File: src/verilog/sosc_pkg.sv
package sosc_pkg;

   // ----------------------------------------
   // Timing
   // ----------------------------------------
   localparam int unsigned SOSC_CLK_HZ = 100_000_000;
   localparam int unsigned SOSC_STEP_S = 12;
   localparam logic [31:0] SOSC_STEP_CYCLES = 32'(SOSC_STEP_S * SOSC_CLK_HZ);
   localparam logic [2:0] SOSC_SETTLE_CYCLES = 3'h4;

   // ----------------------------------------
   // Register offsets
   // ----------------------------------------
   localparam logic [7:0] SOSC_OFS_STRAPS = 8'h00;
   localparam logic [7:0] SOSC_OFS_STATE = 8'h04;
   localparam logic [7:0] SOSC_OFS_IRQ_STATUS = 8'h08;
   localparam logic [7:0] SOSC_OFS_IRQ_MASK = 8'h0C;
   localparam logic [7:0] SOSC_OFS_CONTROL = 8'h10;

   // ----------------------------------------
   // Field positions
   // ----------------------------------------
   localparam int SOSC_STRAP_FSE = 0;
   localparam int SOSC_STRAP_DELAY = 1;
   localparam int SOSC_STRAP_MOTOR = 2;
   localparam int SOSC_STRAP_WP = 3;
   localparam int SOSC_STRAP_NOPAR = 4;
   localparam int SOSC_STRAP_ID = 8;
   localparam int SOSC_STATE_LATCHED = 0;
   localparam int SOSC_STATE_LVD = 1;
   localparam int SOSC_STATE_SPIN = 2;
   localparam int SOSC_STATE_FSM = 4;
   localparam int SOSC_CTRL_START = 0;
   localparam int SOSC_IRQ_LATCHED = 0;
   localparam int SOSC_IRQ_SPIN = 1;
   localparam int SOSC_IRQ_WREFUSE = 2;
   localparam int SOSC_IRQ_PARITY = 3;
   localparam int SOSC_IRQ_W = 4;

   // ----------------------------------------
   // Reset values and responses
   // ----------------------------------------
   localparam logic [SOSC_IRQ_W-1:0] SOSC_IRQ_MASK_RST = 4'h0;
   localparam logic [1:0] SOSC_RESP_OKAY = 2'h0;
   localparam logic [1:0] SOSC_RESP_SLVERR = 2'h2;

   // ----------------------------------------
   // Spindle start states
   // ----------------------------------------
   typedef enum logic [3:0] {
      SOSC_SP_SAMPLE = 4'h1,
      SOSC_SP_DELAY = 4'h2,
      SOSC_SP_WAIT_CMD = 4'h4,
      SOSC_SP_RUN = 4'h8
   } sosc_spin_t;

endpackage

File: src/verilog/sosc_top.sv
module sosc_top
   import sosc_pkg::*;
#(
   parameter logic [31:0] STEP_CYCLES = SOSC_STEP_CYCLES
) (
   input wire logic aclk,
   input wire logic aresetn,
   // AXI4-Lite slave
   input wire logic [7:0] s_axi_awaddr,
   input wire logic s_axi_awvalid,
   output logic s_axi_awready,
   input wire logic [31:0] s_axi_wdata,
   input wire logic [3:0] s_axi_wstrb,
   input wire logic s_axi_wvalid,
   output logic s_axi_wready,
   output logic [1:0] s_axi_bresp,
   output logic s_axi_bvalid,
   input wire logic s_axi_bready,
   input wire logic [7:0] s_axi_araddr,
   input wire logic s_axi_arvalid,
   output logic s_axi_arready,
   output logic [31:0] s_axi_rdata,
   output logic [1:0] s_axi_rresp,
   output logic s_axi_rvalid,
   input wire logic s_axi_rready,
   // Strap and sense pins
   input wire logic force_single_ended_strap,
   input wire logic differential_sense_line,
   input wire logic delayed_start_strap,
   input wire logic motor_enable_strap,
   input wire logic write_protect_strap,
   input wire logic parity_disable_strap,
   input wire logic [3:0] primary_id_header,
   input wire logic [3:0] auxiliary_id_header,
   // Command side of the drive
   input wire logic start_unit_cmd,
   input wire logic medium_write_req,
   input wire logic parity_error_det,
   // Outputs
   output logic lvd_mode,
   output logic spindle_run,
   output logic [3:0] bus_id,
   output logic write_accept,
   output logic write_refused,
   output logic parity_check_en,
   output logic parity_error_report,
   output logic irq
);

   // ----------------------------------------
   // Pin synchronisers
   // ----------------------------------------
   localparam int PIN_W = 14;

   logic [PIN_W-1:0] pin_raw;
   logic [PIN_W-1:0] sync1;
   logic [PIN_W-1:0] sync2;
   logic [PIN_W-1:0] sync3;
   logic [PIN_W-1:0] pin_flt;

   assign pin_raw = {differential_sense_line, auxiliary_id_header, primary_id_header,
                     parity_disable_strap, write_protect_strap, motor_enable_strap,
                     delayed_start_strap, force_single_ended_strap};

   // Three flops per pin; the filtered value moves once stages two and three agree
   genvar gi;
   generate
      for (gi = 0; gi < PIN_W; gi++) begin : g_sync
         always_ff @(posedge aclk) begin
            if (!aresetn) begin
               sync1[gi] <= 1'b0;
               sync2[gi] <= 1'b0;
               sync3[gi] <= 1'b0;
               pin_flt[gi] <= 1'b0;
            end else begin
               sync1[gi] <= pin_raw[gi];
               sync2[gi] <= sync1[gi];
               sync3[gi] <= sync2[gi];
               if (sync2[gi] == sync3[gi]) begin
                  pin_flt[gi] <= sync3[gi];
               end
            end
         end
      end
   endgenerate

   // ----------------------------------------
   // Power-up strap capture
   // ----------------------------------------
   logic [2:0] settle_cnt;
   logic latched;
   logic st_fse;
   logic st_delay;
   logic st_motor;
   logic st_wp;
   logic st_nopar;
   logic [3:0] st_id;
   logic capture;
   logic [3:0] next_id;

   assign capture = !latched && (settle_cnt == SOSC_SETTLE_CYCLES);
   assign next_id = pin_flt[8:5] | pin_flt[12:9];

   // Straps taken once after reset release, then frozen until the next reset
   always_ff @(posedge aclk) begin
      if (!aresetn) begin
         settle_cnt <= 3'h0;
         latched <= 1'b0;
         st_fse <= 1'b0;
         st_delay <= 1'b0;
         st_motor <= 1'b0;
         st_wp <= 1'b0;
         st_nopar <= 1'b0;
         st_id <= 4'h0;
      end else if (capture) begin
         latched <= 1'b1;
         st_fse <= pin_flt[0];
         st_delay <= pin_flt[1];
         st_motor <= pin_flt[2];
         st_wp <= pin_flt[3];
         st_nopar <= pin_flt[4];
         st_id <= next_id;
      end else if (!latched) begin
         settle_cnt <= settle_cnt + 3'h1;
      end
   end

   // ----------------------------------------
   // Transceiver mode
   // ----------------------------------------
   logic next_lvd;

   assign next_lvd = latched && !st_fse && pin_flt[13];

   always_ff @(posedge aclk) begin
      if (!aresetn) begin
         lvd_mode <= 1'b0;
      end else begin
         lvd_mode <= next_lvd;
      end
   end

   // ----------------------------------------
   // Spindle start sequencing
   // ----------------------------------------
   sosc_spin_t spin_st;
   sosc_spin_t next_spin_st;
   logic [31:0] step_cnt;
   logic [3:0] steps_left;
   logic step_done;
   logic sw_start;
   logic start_req;

   assign step_done = (step_cnt == STEP_CYCLES - 32'h1);
   assign start_req = start_unit_cmd || sw_start;

   // Next state of the spindle sequence
   always_comb begin
      next_spin_st = spin_st;
      case (spin_st)
         SOSC_SP_SAMPLE: begin
            if (latched) begin
               if (st_motor) begin
                  next_spin_st = SOSC_SP_WAIT_CMD;
               end else if (st_delay && st_id != 4'h0) begin
                  next_spin_st = SOSC_SP_DELAY;
               end else begin
                  next_spin_st = SOSC_SP_RUN;
               end
            end
         end
         SOSC_SP_DELAY: begin
            if (step_done && steps_left == 4'h1) begin
               next_spin_st = SOSC_SP_RUN;
            end
         end
         SOSC_SP_WAIT_CMD: begin
            if (start_req) begin
               next_spin_st = SOSC_SP_RUN;
            end
         end
         SOSC_SP_RUN: next_spin_st = SOSC_SP_RUN;
         default: next_spin_st = SOSC_SP_SAMPLE;
      endcase
   end

   // State and delay counters
   always_ff @(posedge aclk) begin
      if (!aresetn) begin
         spin_st <= SOSC_SP_SAMPLE;
         step_cnt <= 32'h0;
         steps_left <= 4'h0;
      end else begin
         spin_st <= next_spin_st;
         if (spin_st != SOSC_SP_DELAY) begin
            step_cnt <= 32'h0;
            steps_left <= st_id;
         end else if (step_done) begin
            step_cnt <= 32'h0;
            steps_left <= steps_left - 4'h1;
         end else begin
            step_cnt <= step_cnt + 32'h1;
         end
      end
   end

   assign spindle_run = (spin_st == SOSC_SP_RUN);
   assign bus_id = st_id;

   // ----------------------------------------
   // Write protection and parity
   // ----------------------------------------
   logic next_write_accept;
   logic next_write_refused;
   logic next_parity_report;

   assign next_write_accept = medium_write_req && latched && !st_wp;
   assign next_write_refused = medium_write_req && !(latched && !st_wp);
   assign next_parity_report = parity_error_det && latched && !st_nopar;

   always_ff @(posedge aclk) begin
      if (!aresetn) begin
         write_accept <= 1'b0;
         write_refused <= 1'b0;
         parity_error_report <= 1'b0;
         parity_check_en <= 1'b0;
      end else begin
         write_accept <= next_write_accept;
         write_refused <= next_write_refused;
         parity_error_report <= next_parity_report;
         parity_check_en <= latched && !st_nopar;
      end
   end

   // ----------------------------------------
   // Register bus
   // ----------------------------------------
   logic aw_held;
   logic w_held;
   logic [7:0] aw_addr;
   logic [31:0] w_data;
   logic [3:0] w_strb;
   logic wr_go;
   logic wr_ok;
   logic rd_go;
   logic [31:0] rd_value;
   logic rd_ok;
   logic [SOSC_IRQ_W-1:0] irq_status;
   logic [SOSC_IRQ_W-1:0] irq_mask;
   logic [SOSC_IRQ_W-1:0] irq_set;
   logic [SOSC_IRQ_W-1:0] irq_clr;
   logic spin_start_evt;
   logic spin_prev;

   assign s_axi_awready = !aw_held && !s_axi_bvalid;
   assign s_axi_wready = !w_held && !s_axi_bvalid;
   assign s_axi_arready = !s_axi_rvalid;
   assign wr_go = aw_held && w_held && !s_axi_bvalid;
   assign rd_go = s_axi_arvalid && s_axi_arready;

   // Valid write offsets
   assign wr_ok = (aw_addr == SOSC_OFS_IRQ_STATUS) || (aw_addr == SOSC_OFS_IRQ_MASK) ||
                  (aw_addr == SOSC_OFS_CONTROL);
   assign sw_start = wr_go && (aw_addr == SOSC_OFS_CONTROL) && w_strb[0] &&
                     w_data[SOSC_CTRL_START];
   assign irq_clr = (wr_go && aw_addr == SOSC_OFS_IRQ_STATUS && w_strb[0]) ?
                    w_data[SOSC_IRQ_W-1:0] : 4'h0;

   // Read decode
   assign rd_ok = 1'b1;
   always_comb begin
      rd_value = 32'h0;
      if (s_axi_araddr == SOSC_OFS_STRAPS) begin
         rd_value[SOSC_STRAP_FSE] = st_fse;
         rd_value[SOSC_STRAP_DELAY] = st_delay;
         rd_value[SOSC_STRAP_MOTOR] = st_motor;
         rd_value[SOSC_STRAP_WP] = st_wp;
         rd_value[SOSC_STRAP_NOPAR] = st_nopar;
         rd_value[SOSC_STRAP_ID +: 4] = st_id;
      end else if (s_axi_araddr == SOSC_OFS_STATE) begin
         rd_value[SOSC_STATE_LATCHED] = latched;
         rd_value[SOSC_STATE_LVD] = lvd_mode;
         rd_value[SOSC_STATE_SPIN] = spindle_run;
         rd_value[SOSC_STATE_FSM +: 4] = spin_st;
      end else if (s_axi_araddr == SOSC_OFS_IRQ_STATUS) begin
         rd_value[SOSC_IRQ_W-1:0] = irq_status;
      end else if (s_axi_araddr == SOSC_OFS_IRQ_MASK) begin
         rd_value[SOSC_IRQ_W-1:0] = irq_mask;
      end
   end

   // Write address and data held until both are present
   always_ff @(posedge aclk) begin
      if (!aresetn) begin
         aw_held <= 1'b0;
         w_held <= 1'b0;
         aw_addr <= 8'h0;
         w_data <= 32'h0;
         w_strb <= 4'h0;
      end else begin
         if (s_axi_awvalid && s_axi_awready) begin
            aw_held <= 1'b1;
            aw_addr <= s_axi_awaddr;
         end else if (wr_go) begin
            aw_held <= 1'b0;
         end
         if (s_axi_wvalid && s_axi_wready) begin
            w_held <= 1'b1;
            w_data <= s_axi_wdata;
            w_strb <= s_axi_wstrb;
         end else if (wr_go) begin
            w_held <= 1'b0;
         end
      end
   end

   // Write response and mask register
   always_ff @(posedge aclk) begin
      if (!aresetn) begin
         s_axi_bvalid <= 1'b0;
         s_axi_bresp <= SOSC_RESP_OKAY;
         irq_mask <= SOSC_IRQ_MASK_RST;
      end else begin
         if (wr_go) begin
            s_axi_bvalid <= 1'b1;
            s_axi_bresp <= wr_ok ? SOSC_RESP_OKAY : SOSC_RESP_SLVERR;
         end else if (s_axi_bready) begin
            s_axi_bvalid <= 1'b0;
         end
         if (wr_go && aw_addr == SOSC_OFS_IRQ_MASK && w_strb[0]) begin
            irq_mask <= w_data[SOSC_IRQ_W-1:0];
         end
      end
   end

   // Read data channel
   always_ff @(posedge aclk) begin
      if (!aresetn) begin
         s_axi_rvalid <= 1'b0;
         s_axi_rdata <= 32'h0;
         s_axi_rresp <= SOSC_RESP_OKAY;
      end else if (rd_go) begin
         s_axi_rvalid <= 1'b1;
         s_axi_rdata <= rd_value;
         s_axi_rresp <= (s_axi_araddr <= SOSC_OFS_CONTROL && s_axi_araddr[1:0] == 2'h0 &&
                         rd_ok) ? SOSC_RESP_OKAY : SOSC_RESP_SLVERR;
      end else if (s_axi_rready) begin
         s_axi_rvalid <= 1'b0;
      end
   end

   // ----------------------------------------
   // Interrupts
   // ----------------------------------------
   assign spin_start_evt = spindle_run && !spin_prev;
   assign irq_set = {next_parity_report, next_write_refused, spin_start_evt, capture};

   // Sticky status; a new event beats a clear in the same cycle
   always_ff @(posedge aclk) begin
      if (!aresetn) begin
         irq_status <= 4'h0;
         spin_prev <= 1'b0;
         irq <= 1'b0;
      end else begin
         irq_status <= (irq_status & ~irq_clr) | irq_set;
         spin_prev <= spindle_run;
         irq <= |(irq_status & irq_mask);
      end
   end

endmodule

File: config.mk
export PLATFORM = sky130hd
export DESIGN_NAME = sosc_top
export DESIGN_NICKNAME = d
export VERILOG_FILES = /design/src/verilog/sosc_pkg.sv /design/src/verilog/sosc_top.sv
export SDC_FILE = /design/constraint.sdc
export NUM_CORES = 1
export LEC_CHECK = 0
export BUFFER_PORTS_ARGS = -buffer_cell sky130_fd_sc_hd__buf_4
export CORE_ASPECT_RATIO = 1.4
export CORE_MARGIN = 1
export CORE_UTILIZATION = 40
export CTS_BUF_LIST = sky130_fd_sc_hd__clkbuf_8
export CTS_CLUSTER_DIAMETER = 150
export DETAILED_ROUTE_END_ITERATION = 10
export GPL_TIMING_DRIVEN = 0
export PLACE_DENSITY_LB_ADDON = 0.3
export SYNTH_ARGS = -nofsm -noshare
export SYNTH_HDL_FRONTEND = slang
export SYNTH_SLANG_ARGS = --single-unit
File: constraint.sdc
create_clock -name aclk -period 2.7 [get_ports aclk]
set_input_delay 0 -clock aclk [delete_from_list [all_inputs] [get_ports aclk]]
set_output_delay 0 -clock aclk [all_outputs]
set_load 0.1 [all_outputs]
# Word-level counts from Yosys, hierarchy flattened
# Index checks and enable logic that the tools add are counted.
dict set report totals {
  ff_bits 157
}
dict set report classes {
  addsub 3
  order_cmp 1
  n_reduce_logical 53
  n_bitwise 8
  n_mux 26
  n_eq_ne 31
}
# operator count
set ops {}
lappend ops {{two-way mux 4 bit} 12}
lappend ops {{adder 32 x 1 -> 32 bit, second input constant} 1}
lappend ops {{== test 32 x 31 -> 1 bit, second input constant} 1}
lappend ops {{== test 8 x 4 -> 1 bit, second input constant} 4}
lappend ops {{logical AND 1 bit} 28}
lappend ops {{one-hot mux 4 bit (4 select lines)} 1}
lappend ops {{== test 1 bit} 14}
lappend ops {{logical NOT 1 bit} 10}
lappend ops {{nonzero test 2 bit} 5}
lappend ops {{bitwise AND 4 bit} 2}
lappend ops {{== test 4 x 1 -> 1 bit, second input constant} 2}
lappend ops {{== test 8 x 3 -> 1 bit, second input constant} 1}
lappend ops {{== test 8 x 5 -> 1 bit, second input constant} 1}
lappend ops {{less-or-equal comparator 8 x 5 -> 1 bit, second input constant} 1}
lappend ops {{logical NOT 8 bit} 1}
lappend ops {{two-way mux 1 bit} 8}
lappend ops {{bitwise OR 4 bit} 2}
lappend ops {{two-way mux 3 bit} 2}
lappend ops {{!= test 2 bit, second input constant} 3}
lappend ops {{two-way mux 5 bit} 1}
lappend ops {{== test 4 x 2 -> 1 bit, second input constant} 1}
lappend ops {{== test 4 x 3 -> 1 bit, second input constant} 1}
lappend ops {{== test 4 bit, second input constant} 1}
lappend ops {{two-way mux 2 bit} 2}
lappend ops {{13 further kinds} 17}

# Depth between registers and ports, before layout
# Gate-level depths: netlist of run 1.
dict set report logic_depth {
  word_depth 8
  ltp_mapped 9
}

# Least setup slack after synthesis of run 1
# OpenSTA, ideal clock, no wires.
dict set report synth_timing {
  path_type {register to register}
  start {register spin_st[3]}
  end {register s_axi_rdata[2]}
  synth_period_minus_slack_ps 3021
  path_stages_with_launch 5
  n_path_buf 0
  slack_ps -321
  arrival_time_ps 2941
  cell_sequence {dfxtp_1 > nand2b_1 > nor3_1 > nor2_1 > o21ai_0}
}
dict set report synth_between {
  elab_chain_cells 3
}
# element line
set synth_lines {}
lappend synth_lines {{start, declared} sosc_top.sv:146} ;# sosc_spin_t spin_st;
lappend synth_lines {{start signal, assigned} sosc_top.sv:194} ;# spin_st <= next_spin_st;
lappend synth_lines {{== test 4 bit} sosc_top.sv:207} ;# assign spindle_run = (spin_st == SOSC_SP_RUN);
lappend synth_lines {{named net spindle_run} sosc_top.sv:41} ;# output logic spindle_run,
lappend synth_lines {{two-way mux 3 bit} sosc_top.sv:280} ;# end else if (s_axi_araddr == SOSC_OFS_STATE) begin
lappend synth_lines {{two-way mux 5 bit} sosc_top.sv:273} ;# if (s_axi_araddr == SOSC_OFS_STRAPS) begin
lappend synth_lines {{end signal, assigned} sosc_top.sv:344} ;# s_axi_rdata <= rd_value;
lappend synth_lines {{end, declared} sosc_top.sv:22} ;# output logic [31:0] s_axi_rdata,
# The timed path passes the listed nets, and every way through them passes these cells.
# A chain may end at the register's enable or synchronous reset.

# Worst setup path in the final report of run 1
dict set report layout_timing {
  start {register step_cnt[0]}
  end {register step_cnt[2]}
}
dict set report layout_between {
  elab_chain_cells 2
  word_cells_on_any_way 3
  cone_classes {add/sub (1); eq/ne (1); reduce/logical (1)}
}
# element line
set layout_lines {}
lappend layout_lines {{start, declared} sosc_top.sv:148} ;# logic [31:0] step_cnt;
lappend layout_lines {{start signal, assigned} sosc_top.sv:202} ;# step_cnt <= step_cnt + 32'h1;
lappend layout_lines {{branches (longest 2 deep; another with adder 32 x 1 -> 32 bit)} --}
# Several ways; the timed one is not identified.

==> results of run 1 <==
[path summary, 6_finish.rpt]
kind                      end  slack, ns  cells after the start
setup / recovery  step_cnt[2]       0.50                      9
hold / removal     aw_addr[4]       0.03                      4
setup reg to reg  step_cnt[2]       0.50                      9
hold reg to reg     sync2[13]       0.43                      1
[area by class of cell]
type | count | area [um2]
Buffer | 53 | 299.0
Clock buffer | 17 | 234.0
Clock inverter | 14 | 123.9
Fill cell | 1452 | 7276
Inverter | 12 | 45.04
Multi-Input combinational cell | 478 | 2878
Sequential cell | 155 | 3103
Tap cell | 192 | 240.2
Timing Repair Buffer | 110 | 920.9
[metrics by stage]
step                      util [%]  instance area (um2)
after global routing         51.88                 7844
after floorplan                  -                 6325
after CTS                    51.88                 7844
final                        51.88                 7844
after detailed placement     47.00                 7106
after global placement       47.00                 7106
[worst max-delay path, stage by stage, from the launching register on]
cell     delay [ns]
dfxtp_1        0.38
ha_1           0.23
and4_1         0.19
buf_2          0.15
nand2_1        0.14
nor3_2         0.41
or2_2          0.18
buf_2          0.15
buf_4          0.19
nor2_1         0.06
[layer usage]
layer	track usage (%)	vias up	share of wire (%)	routed length, um
li1	-	2575	-	-
met1	21.21	2254	43	5917
met2	31.67	90	51	7039
met3	4.834	22	4.1	567
met4	7.329	0	1.8	252
met5	0	-	0	0
[layout by cell type (no fill, tap or decap), types with 10 or more instances in the layout]
master	n
a21boi_0	36
a21oi_1	13
and2_1	48
buf_4	97
clkbuf_1	23
clkbuf_8	17
conb_1	22
dfxtp_1	155
dlygate4sd3_1	38
inv_1	14
nand2_1	79
nand3_1	27
nor2_1	48
nor2b_1	17
nor3_1	15
nor4_1	10
o21ai_0	32
xnor2_1	22
[cell families (layout without fill, tap and decap cells)]
kind of cell | after synthesis | after routing | synth area share, %
compound gates | 109 | 109 | 11.42
xor+xnor | 27 | 27 | 3.792
fa+ha+maj | 5 | 5 | 1.003
buf+inv | 65 | 206 | 5.517
flops | 155 | 155 | 49.76
mux | 12 | 12 | 2.207
other cells | 1 | 22 | 0.06013
simple gates | 303 | 303 | 26.24
[where the power goes]
group	total, W	leakage (nW)	internal, W	switching [W]
clock	0.00160	0.186	0.000727	0.000870
combinational	0.000725	1.55	0.000245	0.000480
sequential	0.00245	1.26	0.00237	0.0000750
[flip-flops by register name, summed over array words and instances, names as in the netlist, 3 cells and up]
name and flops:
sync3 14, spin_st 4, bus_id 4, s_axi_rdata 12
irq_mask 4, w_data 4, pin_flt 14, step_cnt 32
aw_addr 8, irq_status 4, sync2 14, sync1 14
settle_cnt 3, steps_left 4
==> summary.md, run 1 <==
| Metric | Value |
|---|---|
| Post-CTS Hold Buffers | `38` |
| Async SR Flop Fraction | `0%` |
| Core box area | `15120 um2` |
| Gate count of the mapped netlist | `677` |
| Setup Buffers After CTS | `0` |
| Setup TNS | `0 ns` |
| Most common cell in the netlist | `dfxtp_1` |
| Dominant cell type by area after synthesis | `dfxtp_1` |
| Place WS | `0.4915 ns` |
| I/O Pins | `128` |
| Tcrit/Tclk final | `81.56%` |
| Reg clk slew, reported paths | `0.08 ns` |
| Synth top area share | `49.76%` |
| Gates resized, CTS repair | `0` |
| Non-filler cells in the finished layout | `1031` |
| Routed wire length per instance | `13.36 um` |
| Final Max Slew Viols | `0` |
| Row Count | `53` |
| Max Cap Viol | `0` |
| CTS root buf | `clkbuf_8` |
| CP Data Required Time | `3.04 ns` |
| Vias/cell | `4.792` |
| # nets final | `908` |
| Layout cell share with drive strength beyond 1 | `18.12%` |
| Avg Inst Size Synth | `9.211 um2` |
| First drt pass iteration count | `4` |
| Synth warn | `0` |
| Post-Syn Area | `6236 um2` |
| Final WL | `13780 um` |
| Total power | `0.004770 W` |
| Initial Util | `41.24%` |
| IO Port Bufs | `72` |
| Crit path kind | `reg -> reg` |
| Pin count of the biggest net entering global routing | `17` |
| Final Hold Viols | `0` |
| Slew HR | `58.84%` |
| Clock sinks | `155` |
| Placed Cells | `962` |
| Post-synth top cells | `155 x dfxtp_1, 79 x nand2_1, 50 x nor2_1` |
| Worst hold margin | `0.03389 ns` |
| CP Max Fanout | `10` |
| Initial drt markers | `171` |
| Critical path arrival | `2.55 ns` |
| Chip Width | `107.5 um` |
| Antenna diode count | `0` |
| Initial antenna violation count | `0` |
| CTS buffer count | `17` |
| Min-Delay Path Class | `in -> reg` |
| Clk_skew | `0.01313 ns` |
| RePlAce Congestion | `0.8332` |
| Worst-margin pin slew | `0.6118 ns` |
| Min Tclk post-route | `2.202 ns` |
| CTS Buffer Depth | `2` |
| Status | `finished, final reports clean` |
| Final setup violation count | `0` |
| Final setup margin | `0.4979 ns` |
| GRT Util Overall | `18.28%` |
| Remaining global-route overflow | `0` |
| Post-synth EDFFs | `0` |
| TritonCTS clock tree | `built` |
| Clock latency on the worst-skew pair | `0.45 ns` |
| Synth top area cells | `dfxtp_1 50%, and2_1 4.8%, nand2_1 4.8%` |
| Die Span Y | `149.7 um` |
| Startpoint Class | `flip-flop` |
| Leak pwr | `2.996 nW` |
| Synth cell types | `56` |
| Worst r2r src | `step_cnt[0]` |
| Layout area overhead | `25.78%` |
| Post-route ant nets | `0` |
| RSZ-0062 raised after global routing | `no` |
| FF+latch count, synth | `155` |
| Global-route wire length before repair | `22430 um` |
| HP Start | `s_axi_awvalid` |
| Maximum operating frequency | `0.4541 GHz` |
| Crit end category | `flip-flop` |
| Vias in the first global route | `4626` |
| VDD IR max | `0.3370 mV` |
| Pwr dens | `608.1 nW/um2` |
| H-tree depth | `4` |
| Seq/Total Area, Yosys | `49.76%` |
| Top_reg_cell synth | `dfxtp_1` |
| Via count | `4941` |
| Worst Setup SP | `step_cnt[0]` |
| Drc violations | `0` |
| DIE AREA | `16100 um2` |
| HPWL Detailed | `9752 um` |
Note: power is estimated with default switching activity, not from simulation.
==> inputs of run 2 (changes only) <==
==> constraint.sdc (replaced) <==
create_clock -name aclk -period 1.8 [get_ports aclk]
set_input_delay 0 -clock aclk [delete_from_list [all_inputs] [get_ports aclk]]
set_output_delay 0 -clock aclk [all_outputs]
set_load 0.1 [all_outputs]
==> summary.md, run 2 (synthesis results as in run 1) <==
| Metric | Value |
|---|---|
| Reg clk slew, reported paths | `0.08 ns (about the same)` |
| RSZ-0062 raised after global routing | `yes` |
| CP max stage delay | `0.49 ns (+0.08 ns)` |
| Crit path kind | `reg -> reg` |
| HP Start | `s_axi_awvalid` |
| Layout area overhead | `34.21%` |
| DIE AREA | `16100 um2 (unchanged)` |
| CTS root buf | `clkbuf_8` |
| Final Hold Viols | `0 (unchanged)` |
| Post-route ant nets | `0 (unchanged)` |
| Row Count | `53 (unchanged)` |
| Final setup margin | `-0.04062 ns (-0.5385 ns)` |
| Initial drt markers | `205 (+20%)` |
| Final Core Density | `55.35% (+3.5 points)` |
| First drt pass iteration count | `4 (unchanged)` |
| Crit end category | `flip-flop` |
| CP Max Fanout | `6 (-4)` |
| CP Data Required Time | `2.18 ns (-0.86 ns)` |
| Layout cell share with drive strength beyond 1 | `26.40% (+8.3 points)` |
| Slew HR | `60.80% (+2.0 points)` |
| CTS Buffer Depth | `2 (unchanged)` |
| Max reg flops | `32 (unchanged)` |
| Via count | `5152 (+4.3%)` |
| Tcrit/Tclk final | `102.3% (+21 points)` |
| Final Cell Area | `8369 um2 (+6.7%)` |
| Vias in the first global route | `4769 (+3.1%)` |
| TritonCTS clock tree | `built` |
| Antenna diode count | `0 (unchanged)` |
| VDD IR max | `0.4783 mV (+42%)` |
| Die Span Y | `149.7 um (unchanged)` |
| Pin count of the biggest net entering global routing | `17 (unchanged)` |
| Routed wire length per instance | `14.04 um (+5.1%)` |
| # nets final | `930 (+2.4%)` |
| Initial antenna violation count | `0 (unchanged)` |
| Final setup violation count | `3 (+3)` |
| Startpoint Class | `flip-flop` |
| CTS buffer count | `17 (unchanged)` |
| Min Tclk post-route | `1.841 ns (-0.3615 ns)` |
| Initial Util | `41.24% (unchanged)` |
| Global-route wire length before repair | `23070 um (+2.8%)` |
| IO Port Bufs | `72 (unchanged)` |
| Non-filler cells in the finished layout | `1052 (+2.0%)` |
| GRT Util Overall | `18.56% (+0.28 points)` |
| Largest Register | `step_cnt` |
| Critical-path top delay cell | `or4_4` |
| Most common cell after layout, fill and taps aside | `dfxtp_1` |
| Setup TNS | `-0.05212 ns (-0.05212 ns)` |
| Min-Delay Path Class | `in -> reg` |
| Chip Width | `107.5 um (unchanged)` |
| Clock latency on the worst-skew pair | `0.44 ns (about the same)` |
| Core box area | `15120 um2 (unchanged)` |
| Gate power share | `15.3% (about the same)` |
| Final WL | `14770 um (+7.2%)` |
| Remaining global-route overflow | `0 (unchanged)` |
| Pwr dens | `872.0 nW/um2 (+43%)` |
| Failing checks | `setup timing` |
| CP Cell Sequence | `and4_1, buf_6, nand2_4, or3_4, or4_4, a21oi_2` |
| Sequential Power Share | `50.2% (-1.1 points)` |
| Power share of the clock group | `34.5% (+1.0 points)` |
| Worst hold margin | `0.02695 ns (-0.006941 ns)` |
| Leak pwr | `3.219 nW (+7.4%)` |
| I/O Pins | `128 (unchanged)` |
| Max Cap Viol | `0 (unchanged)` |
| Vias/cell | `4.897 (+2.2%)` |
| Worst Setup SP | `step_cnt[12]` |
| CP delay by family, top | `simple AND/OR/NAND/NOR gates` |
| Status | `complete, but fails checks` |
| P_sw | `0.002139 W (+50%)` |
| Most frequent cells in the layout | `132 x dfxtp_1, 115 x buf_4, 76 x nand2_1` |
| Worst-margin pin slew | `0.5880 ns (-0.02383 ns)` |
| Clk_skew | `0.007957 ns (-0.005176 ns)` |
| Switching part of the total | `29.30% (-0.57 points)` |
| HPWL Detailed | `9884 um (+1.4%)` |
| Final Max Slew Viols | `0 (unchanged)` |
| RePlAce Congestion | `0.8198 (-1.6%)` |
| Drc violations | `0 (unchanged)` |
| # fillers | `1344 (-7.4%)` |
| Critical path arrival | `2.22 ns (-0.33 ns)` |
| Pint | `0.005160 W (+54%)` |
| H-tree depth | `4 (unchanged)` |
| Maximum operating frequency | `0.5433 GHz (+20%)` |
| Area after DPL | `7167 um2 (+0.86%)` |
| Worst r2r src | `step_cnt[12]` |
| Clock sinks | `155 (unchanged)` |
| Placed Cells | `962 (unchanged)` |
| Worst path bufs/invs | `1 (-2)` |
run 2: power by group through the flow:
| stage | sequential [W] | combinational [W] | clock [W] |
|---|---|---|---|
| 6_report | 0.00366 | 0.00112 | 0.00252 |
| 5_1_grt | 0.00368 | 0.00119 | 0.00274 |
| 4_1_cts | 0.00366 | 0.00111 | 0.00259 |
| 3_5_place_dp | 0.00375 | 0.00104 | 0 |
| 3_3_place_gp | 0.00374 | 0.00103 | 0 |
| 2_1_floorplan | 0.00388 | 0.000651 | 0 |
run 2: path summary, 6_finish.rpt:
path	endpoint	slack [ns]	cells past startpoint
hold reg to reg	sync2[2]	0.44	1
hold / removal	aw_addr[1]	0.03	4
setup reg to reg	step_cnt[31]	-0.04	6
setup / recovery	step_cnt[31]	-0.04	6
run 2: area by class of cell:
| class | instances | area (um2) | share of cell area (%) |
|---|---|---|---|
| Timing Repair Buffer | 133 | 1116 | 13.34 |
| Tap cell | 192 | 240.2 | 2.870 |
| Buffer | 52 | 347.8 | 4.156 |
| Sequential cell | 155 | 3149 | 37.63 |
| Clock inverter | 13 | 142.6 | 1.704 |
| Clock buffer | 17 | 234.0 | 2.796 |
| Multi-Input combinational cell | 478 | 3090 | 36.93 |
| Inverter | 12 | 48.80 | 0.5830 |
run 2: timing repair:
action,4_1_cts,5_1_grt
cloned,0,1
pin swaps,6,11
resized for setup,33,37
hold endpoints to repair,39,0
hold buffers,37,0
endpoints found under the setup margin,37,42
setup buffers,16,7
run 2: metrics by stage:
stage	setup WS [ns]	total power [W]
6_report	-0.04062	0.007298
5_1_grt	-0.09658	0.007614
4_1_cts	-0.02756	0.007365
3_5_place_dp	-0.3791	0.004783
3_3_place_gp	-0.3843	0.004772
2_1_floorplan	-0.01032	0.004531
run 2: tightest hold or removal path: cells and delay by family:
family	cells	cell delay, ns
AND/OR/NAND/NOR	2	0.28
buffers and inverters	1	0.08
AO/OA/AOI/OAI	1	0.06
run 2: layer usage:
layer | share of wire, % | GRT usage, % | up-vias
li1 | - | - | 2616
met4 | 2.6 | 6.918 | 0
met3 | 4.2 | 4.181 | 26
met1 | 40 | 20.68 | 2405
met5 | 0 | 0 | -
met2 | 53 | 33.94 | 105
